[src/hdl/smbus_alert_pkg.sv]
// What this block does
// - Three three-state pins select one of 27 addresses.
// - Address top two bits fixed at binary 10.
// - Broadcast write address 1011111 is also accepted.
// - Broadcast write ignored when enable bit is zero.
// - Alert response address acknowledged only while alerting.
// - Transmitter releases data; receiver holds ack low.
// - Acked command byte loads low three pointer bits.
// - First write data byte acked and stored.
// - Second write data byte acked and discarded.
// - Read uses repeated START; device returns register.
// - Master ack repeats the same register byte.
// - Pointer keeps its value between transactions.
// - Enabled logged fault pulls alert line low.
// - Alert responders send address; losers drop out.
// - Arbitration winner releases alert; losers keep it.
// - Individual addressing releases the alert line.
// - No new alert until different or recurring fault.
// - Data line split into input and open-drain output.
// - Upper five command bits ignored for decoding.
package smbus_alert_pkg;

	localparam logic [1:0] ADDR_FIXED_MSB = 2'h2;
	localparam logic [6:0] BCAST_ADDR = 7'h5f;
	localparam logic [6:0] ALERT_RESP_ADDR = 7'h0c;
	localparam int PTR_W = 3;
	localparam logic [PTR_W-1:0] PTR_RESET = 3'h0;
	localparam logic [2:0] BIT_LAST = 3'h7;
	localparam logic [2:0] BIT_FIRST = 3'h0;
	localparam logic [1:0] PIN_LOW = 2'h0;
	localparam logic [1:0] PIN_HIGH = 2'h1;
	localparam logic [1:0] PIN_OPEN = 2'h2;
	localparam int PIN_STATES = 3;

	localparam int CLK_PERIOD_PS = 8000;
	localparam int SPIKE_FILT_NS = 16;
	// Longest tolerated spike, so the cycle count rounds down.
	localparam int SPIKE_FILT_CYC = (SPIKE_FILT_NS * 1000 / CLK_PERIOD_PS) < 1 ?
		1 : (SPIKE_FILT_NS * 1000 / CLK_PERIOD_PS);

	typedef enum logic [2:0] {
		ST_IDLE,
		ST_RX,
		ST_ACK,
		ST_TX,
		ST_MACK
	} bus_state_t;

	typedef enum logic [1:0] {
		K_ADDR,
		K_CMD,
		K_DATA,
		K_EXTRA
	} byte_kind_t;

	// Low five address bits for a pin state index of pin2*9+pin1*3+pin0.
	function automatic logic [4:0] addr_low_bits(input logic [4:0] idx);
		logic [4:0] v;
		v = 5'h00;
		unique case (idx)
			5'h00: v = 5'h04;
			5'h01: v = 5'h07;
			5'h02: v = 5'h06;
			5'h03: v = 5'h18;
			5'h04: v = 5'h05;
			5'h05: v = 5'h01;
			5'h06: v = 5'h00;
			5'h07: v = 5'h03;
			5'h08: v = 5'h02;
			5'h09: v = 5'h14;
			5'h0a: v = 5'h17;
			5'h0b: v = 5'h16;
			5'h0c: v = 5'h1a;
			5'h0d: v = 5'h15;
			5'h0e: v = 5'h11;
			5'h0f: v = 5'h10;
			5'h10: v = 5'h13;
			5'h11: v = 5'h12;
			5'h12: v = 5'h0c;
			5'h13: v = 5'h0f;
			5'h14: v = 5'h0e;
			5'h15: v = 5'h19;
			5'h16: v = 5'h0d;
			5'h17: v = 5'h09;
			5'h18: v = 5'h08;
			5'h19: v = 5'h0b;
			5'h1a: v = 5'h0a;
			default: v = 5'h00;
		endcase
		return v;
	endfunction : addr_low_bits

endpackage : smbus_alert_pkg

[src/hdl/pin_sync.sv]
`timescale 1ns/1ps
module pin_sync
	import smbus_alert_pkg::*;
#(
	parameter int WIDTH = 2,
	parameter logic [WIDTH-1:0] RESET_VAL = '1,
	parameter int FILT_CYC = 1
) (
	// Clock and reset
	input wire logic i_clk_sys,
	input wire logic i_nrst,
	// Pins
	input wire logic [WIDTH-1:0] i_async,
	// Filtered levels
	output logic [WIDTH-1:0] o_sync
);

	logic [WIDTH-1:0] meta_r;
	logic [WIDTH-1:0] stab_r;

	// The first flop feeds only the second, so no logic sees metastability.
	always_ff @(posedge i_clk_sys or negedge i_nrst) begin
		if (!i_nrst) begin
			meta_r <= RESET_VAL;
			stab_r <= RESET_VAL;
		end else begin
			meta_r <= i_async;
			stab_r <= meta_r;
		end
	end

	genvar g;
	generate
		for (g = 0; g < WIDTH; g++) begin : g_filt
			logic [7:0] cnt_r;
			logic [7:0] cnt_nxt;
			logic out_r;
			logic out_nxt;
			// A change must hold for FILT_CYC cycles before it is passed on.
			always_comb begin
				cnt_nxt = 8'h00;
				out_nxt = out_r;
				if (stab_r[g] != out_r) begin
					if (cnt_r >= 8'(FILT_CYC - 1)) begin
						out_nxt = stab_r[g];
					end else begin
						cnt_nxt = cnt_r + 8'h01;
					end
				end
			end
			always_ff @(posedge i_clk_sys or negedge i_nrst) begin
				if (!i_nrst) begin
					cnt_r <= 8'h00;
					out_r <= RESET_VAL[g];
				end else begin
					cnt_r <= cnt_nxt;
					out_r <= out_nxt;
				end
			end
			assign o_sync[g] = out_r;
		end
	endgenerate

endmodule : pin_sync

[src/hdl/smbus_slave_alert.sv]
`timescale 1ns/1ps
module smbus_slave_alert
	import smbus_alert_pkg::*;
#(
	parameter int N_FAULT = 8
) (
	// Clock and reset
	input wire logic i_clk_sys,
	input wire logic i_nrst,
	// Two-wire bus
	input wire logic i_scl,
	input wire logic i_serial_data_in_line,
	output logic o_serial_data_out_line,
	output logic o_serial_data_out_line_oe,
	// Alert line, open drain
	output logic o_alert_out,
	output logic o_alert_oe,
	// Address select pins, three-state each
	input wire logic [2:0] i_addr_select_pins_high,
	input wire logic [2:0] i_addr_select_pins_open,
	// Control and fault state from the register file
	input wire logic i_broadcast_write_enable_bit,
	input wire logic [N_FAULT-1:0] i_fault_log,
	input wire logic [N_FAULT-1:0] i_alert_enable,
	// Register access
	output logic [PTR_W-1:0] o_reg_ptr,
	input wire logic [7:0] i_reg_rd_data,
	output logic o_reg_wr_stb,
	output logic [7:0] o_reg_wr_data
);

	logic scl_s;
	logic sda_s;
	logic [2:0] pin_hi_s;
	logic [2:0] pin_open_s;

	pin_sync #(
		.WIDTH(2),
		.RESET_VAL(2'h3),
		.FILT_CYC(SPIKE_FILT_CYC)
	) u_bus_sync (
		.i_clk_sys(i_clk_sys),
		.i_nrst(i_nrst),
		.i_async({i_scl, i_serial_data_in_line}),
		.o_sync({scl_s, sda_s})
	);

	pin_sync #(
		.WIDTH(6),
		.RESET_VAL(6'h00),
		.FILT_CYC(1)
	) u_pin_sync (
		.i_clk_sys(i_clk_sys),
		.i_nrst(i_nrst),
		.i_async({i_addr_select_pins_high, i_addr_select_pins_open}),
		.o_sync({pin_hi_s, pin_open_s})
	);

	logic scl_d_r;
	logic sda_d_r;
	logic [6:0] own_addr_r;
	logic [6:0] own_addr_nxt;

	always_comb begin
		logic [1:0] c0;
		logic [1:0] c1;
		logic [1:0] c2;
		logic [4:0] idx;
		c0 = pin_open_s[0] ? PIN_OPEN : (pin_hi_s[0] ? PIN_HIGH : PIN_LOW);
		c1 = pin_open_s[1] ? PIN_OPEN : (pin_hi_s[1] ? PIN_HIGH : PIN_LOW);
		c2 = pin_open_s[2] ? PIN_OPEN : (pin_hi_s[2] ? PIN_HIGH : PIN_LOW);
		idx = 5'(c2 * PIN_STATES * PIN_STATES + c1 * PIN_STATES + c0);
		own_addr_nxt = {ADDR_FIXED_MSB, addr_low_bits(idx)};
	end

	always_ff @(posedge i_clk_sys or negedge i_nrst) begin
		if (!i_nrst) begin
			scl_d_r <= 1'b1;
			sda_d_r <= 1'b1;
			own_addr_r <= {ADDR_FIXED_MSB, 5'h00};
		end else begin
			scl_d_r <= scl_s;
			sda_d_r <= sda_s;
			own_addr_r <= own_addr_nxt;
		end
	end

	logic scl_rise;
	logic scl_fall;
	logic start_det;
	logic stop_det;
	assign scl_rise = scl_s && !scl_d_r;
	assign scl_fall = !scl_s && scl_d_r;
	assign start_det = scl_s && scl_d_r && sda_d_r && !sda_s;
	assign stop_det = scl_s && scl_d_r && !sda_d_r && sda_s;

	bus_state_t state_r, state_nxt;
	byte_kind_t kind_r, kind_nxt;
	logic rw_r, rw_nxt;
	logic ara_r, ara_nxt;
	logic full_r, full_nxt;
	logic mack_r, mack_nxt;
	logic [2:0] cnt_r, cnt_nxt;
	logic [7:0] shift_r, shift_nxt;
	logic oe_r, oe_nxt;
	logic [PTR_W-1:0] ptr_r, ptr_nxt;
	logic wr_stb_r, wr_stb_nxt;
	logic [7:0] wr_data_r, wr_data_nxt;
	logic rel_alert;
	logic alert_r;

	logic hit_own;
	logic hit_bc;
	logic hit_ara;
	assign hit_own = shift_r[7:1] == own_addr_r;
	assign hit_bc = shift_r[7:1] == BCAST_ADDR && !shift_r[0] &&
		i_broadcast_write_enable_bit;
	assign hit_ara = shift_r[7:1] == ALERT_RESP_ADDR && shift_r[0] &&
		alert_r;

	always_comb begin
		state_nxt = state_r;
		kind_nxt = kind_r;
		rw_nxt = rw_r;
		ara_nxt = ara_r;
		full_nxt = full_r;
		mack_nxt = mack_r;
		cnt_nxt = cnt_r;
		shift_nxt = shift_r;
		oe_nxt = oe_r;
		ptr_nxt = ptr_r;
		wr_stb_nxt = 1'b0;
		wr_data_nxt = wr_data_r;
		rel_alert = 1'b0;
		if (start_det) begin
			state_nxt = ST_RX;
			kind_nxt = K_ADDR;
			cnt_nxt = BIT_FIRST;
			full_nxt = 1'b0;
			oe_nxt = 1'b0;
		end else if (stop_det) begin
			state_nxt = ST_IDLE;
			oe_nxt = 1'b0;
		end else begin
			unique case (state_r)
				ST_IDLE: begin
					oe_nxt = 1'b0;
				end
				ST_RX: begin
					if (scl_rise) begin
						shift_nxt = {shift_r[6:0], sda_s};
						cnt_nxt = cnt_r + 3'h1;
						full_nxt = cnt_r == BIT_LAST;
					end else if (scl_fall && full_r) begin
						full_nxt = 1'b0;
						if (kind_r == K_ADDR) begin
							rw_nxt = shift_r[0];
							ara_nxt = hit_ara;
							if (hit_own || hit_bc || hit_ara) begin
								oe_nxt = 1'b1;
								state_nxt = ST_ACK;
								rel_alert = hit_own;
							end else begin
								state_nxt = ST_IDLE;
							end
						end else begin
							oe_nxt = 1'b1;
							state_nxt = ST_ACK;
							if (kind_r == K_DATA) begin
								wr_data_nxt = shift_r;
							end
						end
					end
				end
				ST_ACK: begin
					if (scl_fall) begin
						oe_nxt = 1'b0;
						cnt_nxt = BIT_FIRST;
						state_nxt = ST_RX;
						unique case (kind_r)
							K_ADDR: begin
								if (rw_r) begin
									// The register byte is taken as the first bit goes out.
									shift_nxt = ara_r ? {own_addr_r, 1'b0} :
										i_reg_rd_data;
									oe_nxt = !shift_nxt[7];
									state_nxt = ST_TX;
								end else begin
									kind_nxt = K_CMD;
								end
							end
							K_CMD: begin
								ptr_nxt = shift_r[PTR_W-1:0];
								kind_nxt = K_DATA;
							end
							K_DATA: begin
								wr_stb_nxt = 1'b1;
								kind_nxt = K_EXTRA;
							end
							K_EXTRA: begin
								kind_nxt = K_EXTRA;
							end
						endcase
					end
				end
				ST_TX: begin
					if (scl_rise && ara_r && !oe_r && !sda_s) begin
						// A lower address pulled the line low: drop out.
						state_nxt = ST_IDLE;
					end else if (scl_fall) begin
						cnt_nxt = cnt_r + 3'h1;
						if (cnt_r == BIT_LAST) begin
							oe_nxt = 1'b0;
							state_nxt = ST_MACK;
							rel_alert = ara_r;
						end else begin
							shift_nxt = {shift_r[6:0], 1'b0};
							oe_nxt = !shift_r[6];
						end
					end
				end
				ST_MACK: begin
					if (scl_rise) begin
						mack_nxt = !sda_s;
					end else if (scl_fall) begin
						cnt_nxt = BIT_FIRST;
						if (mack_r && !ara_r) begin
							shift_nxt = i_reg_rd_data;
							oe_nxt = !i_reg_rd_data[7];
							state_nxt = ST_TX;
						end else begin
							state_nxt = ST_IDLE;
						end
					end
				end
			endcase
		end
	end

	always_ff @(posedge i_clk_sys or negedge i_nrst) begin
		if (!i_nrst) begin
			state_r <= ST_IDLE;
			kind_r <= K_ADDR;
			rw_r <= 1'b0;
			ara_r <= 1'b0;
			full_r <= 1'b0;
			mack_r <= 1'b0;
			cnt_r <= BIT_FIRST;
			shift_r <= 8'h00;
			oe_r <= 1'b0;
			ptr_r <= PTR_RESET;
			wr_stb_r <= 1'b0;
			wr_data_r <= 8'h00;
		end else begin
			state_r <= state_nxt;
			kind_r <= kind_nxt;
			rw_r <= rw_nxt;
			ara_r <= ara_nxt;
			full_r <= full_nxt;
			mack_r <= mack_nxt;
			cnt_r <= cnt_nxt;
			shift_r <= shift_nxt;
			oe_r <= oe_nxt;
			ptr_r <= ptr_nxt;
			wr_stb_r <= wr_stb_nxt;
			wr_data_r <= wr_data_nxt;
		end
	end

	logic [N_FAULT-1:0] served_r, served_nxt;
	logic [N_FAULT-1:0] active;
	logic alert_nxt;

	// A bit stays served until its fault clears, so a steady fault
	// cannot raise the line again.
	always_comb begin
		active = i_fault_log & i_alert_enable;
		served_nxt = (served_r | (rel_alert ? active : '0)) & i_fault_log;
		alert_nxt = alert_r;
		if (rel_alert) begin
			alert_nxt = 1'b0;
		end else if (|(active & ~served_r)) begin
			alert_nxt = 1'b1;
		end
	end

	always_ff @(posedge i_clk_sys or negedge i_nrst) begin
		if (!i_nrst) begin
			served_r <= '0;
			alert_r <= 1'b0;
		end else begin
			served_r <= served_nxt;
			alert_r <= alert_nxt;
		end
	end

	assign o_serial_data_out_line = 1'b0;
	assign o_serial_data_out_line_oe = oe_r;
	assign o_alert_out = 1'b0;
	assign o_alert_oe = alert_r;
	assign o_reg_ptr = ptr_r;
	assign o_reg_wr_stb = wr_stb_r;
	assign o_reg_wr_data = wr_data_r;

endmodule : smbus_slave_alert

[config.mk]
export PLATFORM = sky130hd
export DESIGN_NAME = smbus_slave_alert
export DESIGN_NICKNAME = d
export VERILOG_FILES = /design/src/hdl/smbus_alert_pkg.sv /design/src/hdl/pin_sync.sv /design/src/hdl/smbus_slave_alert.sv
export SDC_FILE = /design/constraint.sdc
export NUM_CORES = 1
export LEC_CHECK = 0
export BUFFER_PORTS_ARGS = -buffer_cell sky130_fd_sc_hd__buf_4
export CAP_MARGIN = 20
export CORE_ASPECT_RATIO = 1.5
export CORE_MARGIN = 4
export CORE_UTILIZATION = 59
export DETAILED_ROUTE_END_ITERATION = 6
export HOLD_SLACK_MARGIN = 0.03
export PLACE_DENSITY = 0.8
export SLEW_MARGIN = 20
export SYNTH_ARGS = -nofsm -noshare
export SYNTH_HDL_FRONTEND = slang
export SYNTH_HIERARCHICAL = 1
export SYNTH_SLANG_ARGS = --single-unit
[constraint.sdc]
create_clock -name i_clk_sys -period 4.17 [get_ports i_clk_sys]
set_input_delay 0.834 -clock i_clk_sys [delete_from_list [all_inputs] [get_ports i_clk_sys]]
set_output_delay 0.834 -clock i_clk_sys [all_outputs]
set_load 0.1 [all_outputs]
==> impl_metrics.csv <==
group,metric,value,unit
yosys,synth.cell_area,0.00472,mm2
clock_network,cts_max_level,3,
critical_path,cp-end-kind,"flop",
route,drtPass1Iterations,5,
global_routing,number_of_global_route_vias_before_repair,3501,
placed_design,place.detailed.hpwl,6780,um
global_routing,global_route.usage.total,0.223,
hold_path,timing.hold.worst.class,"reg -> reg",
critical_path,cp.required,4.41,ns
clock_network,post-cts-setup-buffer-count,0,
critical_path,r2r_start,"u_pin_sync/g_filt[1].out_r$_DFFE_PN0P_",
yosys,synth.yosys.seq_area_share,0.474,
critical_path,crit_fanout,8,
yosys,synthesis.instances,442,
sta,final.period_utilization,0.789,
yosys,post_synth_cell_types,71,
route,vias_per_cell,5.72,
floorplan,io-pin-count,51,
clock_network,clock-sinks,89,
hold_path,hold-path-cell-count,0,
floorplan,placeableCoreArea,0.00771,mm2
clock_network,num_cts_buffers,9,
clock_network,ctsResizeCount,0,
global_routing,grt-ovfl-total,0,
floorplan,chipHeight,118,um
route,detail_route.drc_violations,0,
layout,design.final.nets,537,
layout,drive_above_1_share,0.251,
yosys,synthFlopType,"sky130_fd_sc_hd__dfrtp_1",
layout,antenna_cells_inserted,0,
sta,drv_slew,0,
layout,area_delta_synth_final,14.5,%
sta,unrepaired_setup_endpoints_after_global_routing,"no",
clock_network,clkLatencyLatePin,0.34,ns
clock_network,holdBufCountCts,0,
global_routing,global_route_wire_length_before_repair,16400,um
sta,setup_tns,0,ns
yosys,postSynth.asyncResetShare,1.00,
yosys,synth.top_cells.by_area,"sky130_fd_sc_hd__dfrtp_1, sky130_fd_sc_hd__mux2_2, sky130_fd_sc_hd__ha_1",
clock_network,buffer_type_at_the_clock_tree_root,"sky130_fd_sc_hd__clkbuf_16",
global_routing,antenna_violations_before_repair,0,
layout,seq_area,0.00224,mm2
sta,tightest_slew,0.991,ns
route,wl_per_cell,16.2,um
layout,fillerInstances,611,
sta,fin_worst_skew,0.00668,ns
clock_network,worst_setup_hold_path_clk_slew,0.06,ns
yosys,syn-mean-instance-area,10.7,um2
route,antenna_left,0,
floorplan,die-area,0.00953,mm2
outcome,status,"finished, final reports clean",
power_and_ir_drop,power_leakage,2.46,nW
clock_network,cts_buffer_depth,2,
floorplan,rows,39,
layout,post-route-util,0.701,
sta,maximum_operating_frequency,304,MHz
power_and_ir_drop,irDropWorstVdd,0.339,mV
yosys,yosys_register_bits,89,
yosys,synth_largest_type_area_fraction,0.429,
route,routed_wirelength,9550,um
power_and_ir_drop,power_density,580,mW/mm2
layout,multi_input_comb_area,0.00229,mm2
hold_path,worstHoldEndpoint,"u_pin_sync/g_filt[5].out_r$_DFFE_PN0P_",
yosys,synth_edf_count,0,
yosys,synthesis.yosys.warnings,6,
critical_path,r2r_cells,10,
placed_design,gp_congestion,0.880,
floorplan,initial_core_util,0.612,
critical_path,timing.critical_path.arrival,3.54,ns
critical_path,cp-startpoint,"u_pin_sync/g_filt[1].out_r$_DFFE_PN0P_",
critical_path,regToRegSetupSlack,0.88,ns
flow_run,maxCapViolCount,0,
critical_path,timing.critical_path.from_type,"flop",
global_routing,grt_max_degree,90,
sta,setup_viol_count_final,0,
critical_path,r2r_end,"own_addr_r[0]$_DFF_PN0_",
route,routed-via-count,3364,
sta,finalWorstPathRequiredPeriod,3.29,ns
clock_network,cts_tree,"yes",
sta,number_of_endpoints_with_negative_hold_slack_in_the_final_report,0,
route,drtIter0Drc,263,
floorplan,floorplan.die.width,81.0,um
hold_path,hold_start,"u_pin_sync/stab_r[5]$_DFF_PN0_",
yosys,cell_with_the_most_instances_after_synthesis,"sky130_fd_sc_hd__dfrtp_1",
yosys,synth_top_area_cell,"sky130_fd_sc_hd__dfrtp_1",
yosys,synthTopCellsByCount,"sky130_fd_sc_hd__dfrtp_1, sky130_fd_sc_hd__nand2_1, sky130_fd_sc_hd__nor2_1, sky130_fd_sc_hd__a21oi_1, sky130_fd_sc_hd__mux2_2",
placed_design,numPortBuffers,48,
sta,slew_hr,0.339,
critical_path,critPathKind,"reg -> reg",
==> power by group <==
part / total, W / switching [W] / internal [W]
clock: 0.000869 / 0.000338 / 0.000531
sequential: 0.00122 / 0.000219 / 0.000999
combinational: 0.00105 / 0.000602 / 0.000443
total: 0.00313 / 0.00116 / 0.00197
==> worst max-delay path: stages (launching register included) <==
cell	delay [ns]
sky130_fd_sc_hd__dfrtp_1	0.44
sky130_fd_sc_hd__or2_2	0.30
sky130_fd_sc_hd__ha_1	0.28
sky130_fd_sc_hd__ha_1	0.30
sky130_fd_sc_hd__inv_1	0.06
sky130_fd_sc_hd__fa_1	0.71
sky130_fd_sc_hd__inv_1	0.15
sky130_fd_sc_hd__ha_1	0.36
sky130_fd_sc_hd__a21oi_1	0.08
sky130_fd_sc_hd__mux2_2	0.29
sky130_fd_sc_hd__a221oi_2	0.21
==> worst max-delay path by stage <==
stage,to,cells past startpoint,slack (ns)
6_report,own_addr_r[0]$_DFF_PN0_,10,0.88
5_1_grt,own_addr_r[0]$_DFF_PN0_,9,0.66
4_1_cts,own_addr_r[0]$_DFF_PN0_,9,0.87
3_5_place_dp,own_addr_r[0]$_DFF_PN0_,9,0.89
3_3_place_gp,own_addr_r[0]$_DFF_PN0_,9,1.01
2_1_floorplan,own_addr_r[0]$_DFF_PN0_,10,1.09
==> state kept, by name, indices dropped and copies added, names as in the netlist, 2 cells and up <==
signal                   count
u_bus_sync/stab_r            2
u_bus_sync/g_filt.cnt_r     16
own_addr_r                   5
shift_r                      8
kind_r                       2
u_pin_sync/meta_r            6
state_r                      3
u_bus_sync/meta_r            2
u_pin_sync/g_filt.out_r      6
served_r                     8
u_bus_sync/g_filt.out_r      2
o_reg_ptr                    3
u_pin_sync/stab_r            6
cnt_r                        3
o_reg_wr_data                8
==> layout make-up <==
class / instances / area share
Clock inverter: 7 / 0.0183
Multi-Input combinational cell: 318 / 0.425
Timing Repair Buffer: 48 / 0.0674
Clock buffer: 9 / 0.0417
Tap cell: 102 / 0.0236
Inverter: 15 / 0.0104
Sequential cell: 89 / 0.414
==> per-stage QoR <==
step / setup WS (ns) / instances / hold WS (ns) / area, um2 / power (W)
floorplan: 1.09 / 452 / 0.331 / 4760 / 0.00203
global placement: 1.01 / 572 / 0.332 / 5080 / 0.00223
detailed placement: 0.894 / 572 / 0.336 / 5080 / 0.00227
CTS: 0.873 / 588 / 0.350 / 5400 / 0.00314
global route: 0.662 / 588 / 0.357 / 5400 / 0.00333
finish: 0.878 / 588 / 0.347 / 5400 / 0.00313
==> placed cells by master (no fill, tap or decap), types with 3 or more instances in the layout <==
master and count:
sky130_fd_sc_hd__nand3_1 9, sky130_fd_sc_hd__nor3_1 4, sky130_fd_sc_hd__a21oi_2 3, sky130_fd_sc_hd__a21oi_1 26, sky130_fd_sc_hd__mux2_4 3, sky130_fd_sc_hd__o21ai_0 19
sky130_fd_sc_hd__a31oi_1 7, sky130_fd_sc_hd__xor2_1 8, sky130_fd_sc_hd__buf_4 47, sky130_fd_sc_hd__nor4_1 3, sky130_fd_sc_hd__fa_1 3, sky130_fd_sc_hd__nand2b_1 6
sky130_fd_sc_hd__xnor2_1 5, sky130_fd_sc_hd__o22ai_1 6, sky130_fd_sc_hd__dfstp_2 8, sky130_fd_sc_hd__mux2_2 23, sky130_fd_sc_hd__inv_1 15, sky130_fd_sc_hd__nor2b_1 18
sky130_fd_sc_hd__a22oi_1 5, sky130_fd_sc_hd__clkbuf_16 9, sky130_fd_sc_hd__a21o_1 3, sky130_fd_sc_hd__and2_1 7, sky130_fd_sc_hd__nand2_1 39, sky130_fd_sc_hd__dfrtp_1 81
sky130_fd_sc_hd__a221oi_1 3, sky130_fd_sc_hd__conb_1 12, sky130_fd_sc_hd__nor2_1 34, sky130_fd_sc_hd__mux2i_1 7, sky130_fd_sc_hd__ha_1 18
==> cell families after synthesis <==
logic type / after synthesis / share of synthesized area
other cells: 2 / 0.00159
buf+inv: 45 / 0.0480
flops: 89 / 0.474
mux: 34 / 0.0840
fa+ha+maj: 21 / 0.0604
simple gates: 148 / 0.176
compound gates: 89 / 0.126
xor+xnor: 14 / 0.0300
==> per-layer routing <==
layer  share of wire  GRT usage  vias to the layer above
li1                -          -                     1603
met4           0.031     0.0994                        0
met2            0.54      0.384                       98
met3           0.045     0.0505                       23
met1            0.38      0.258                     1640
met5               0          0                        -
Note: power is estimated with default switching activity, not from simulation.
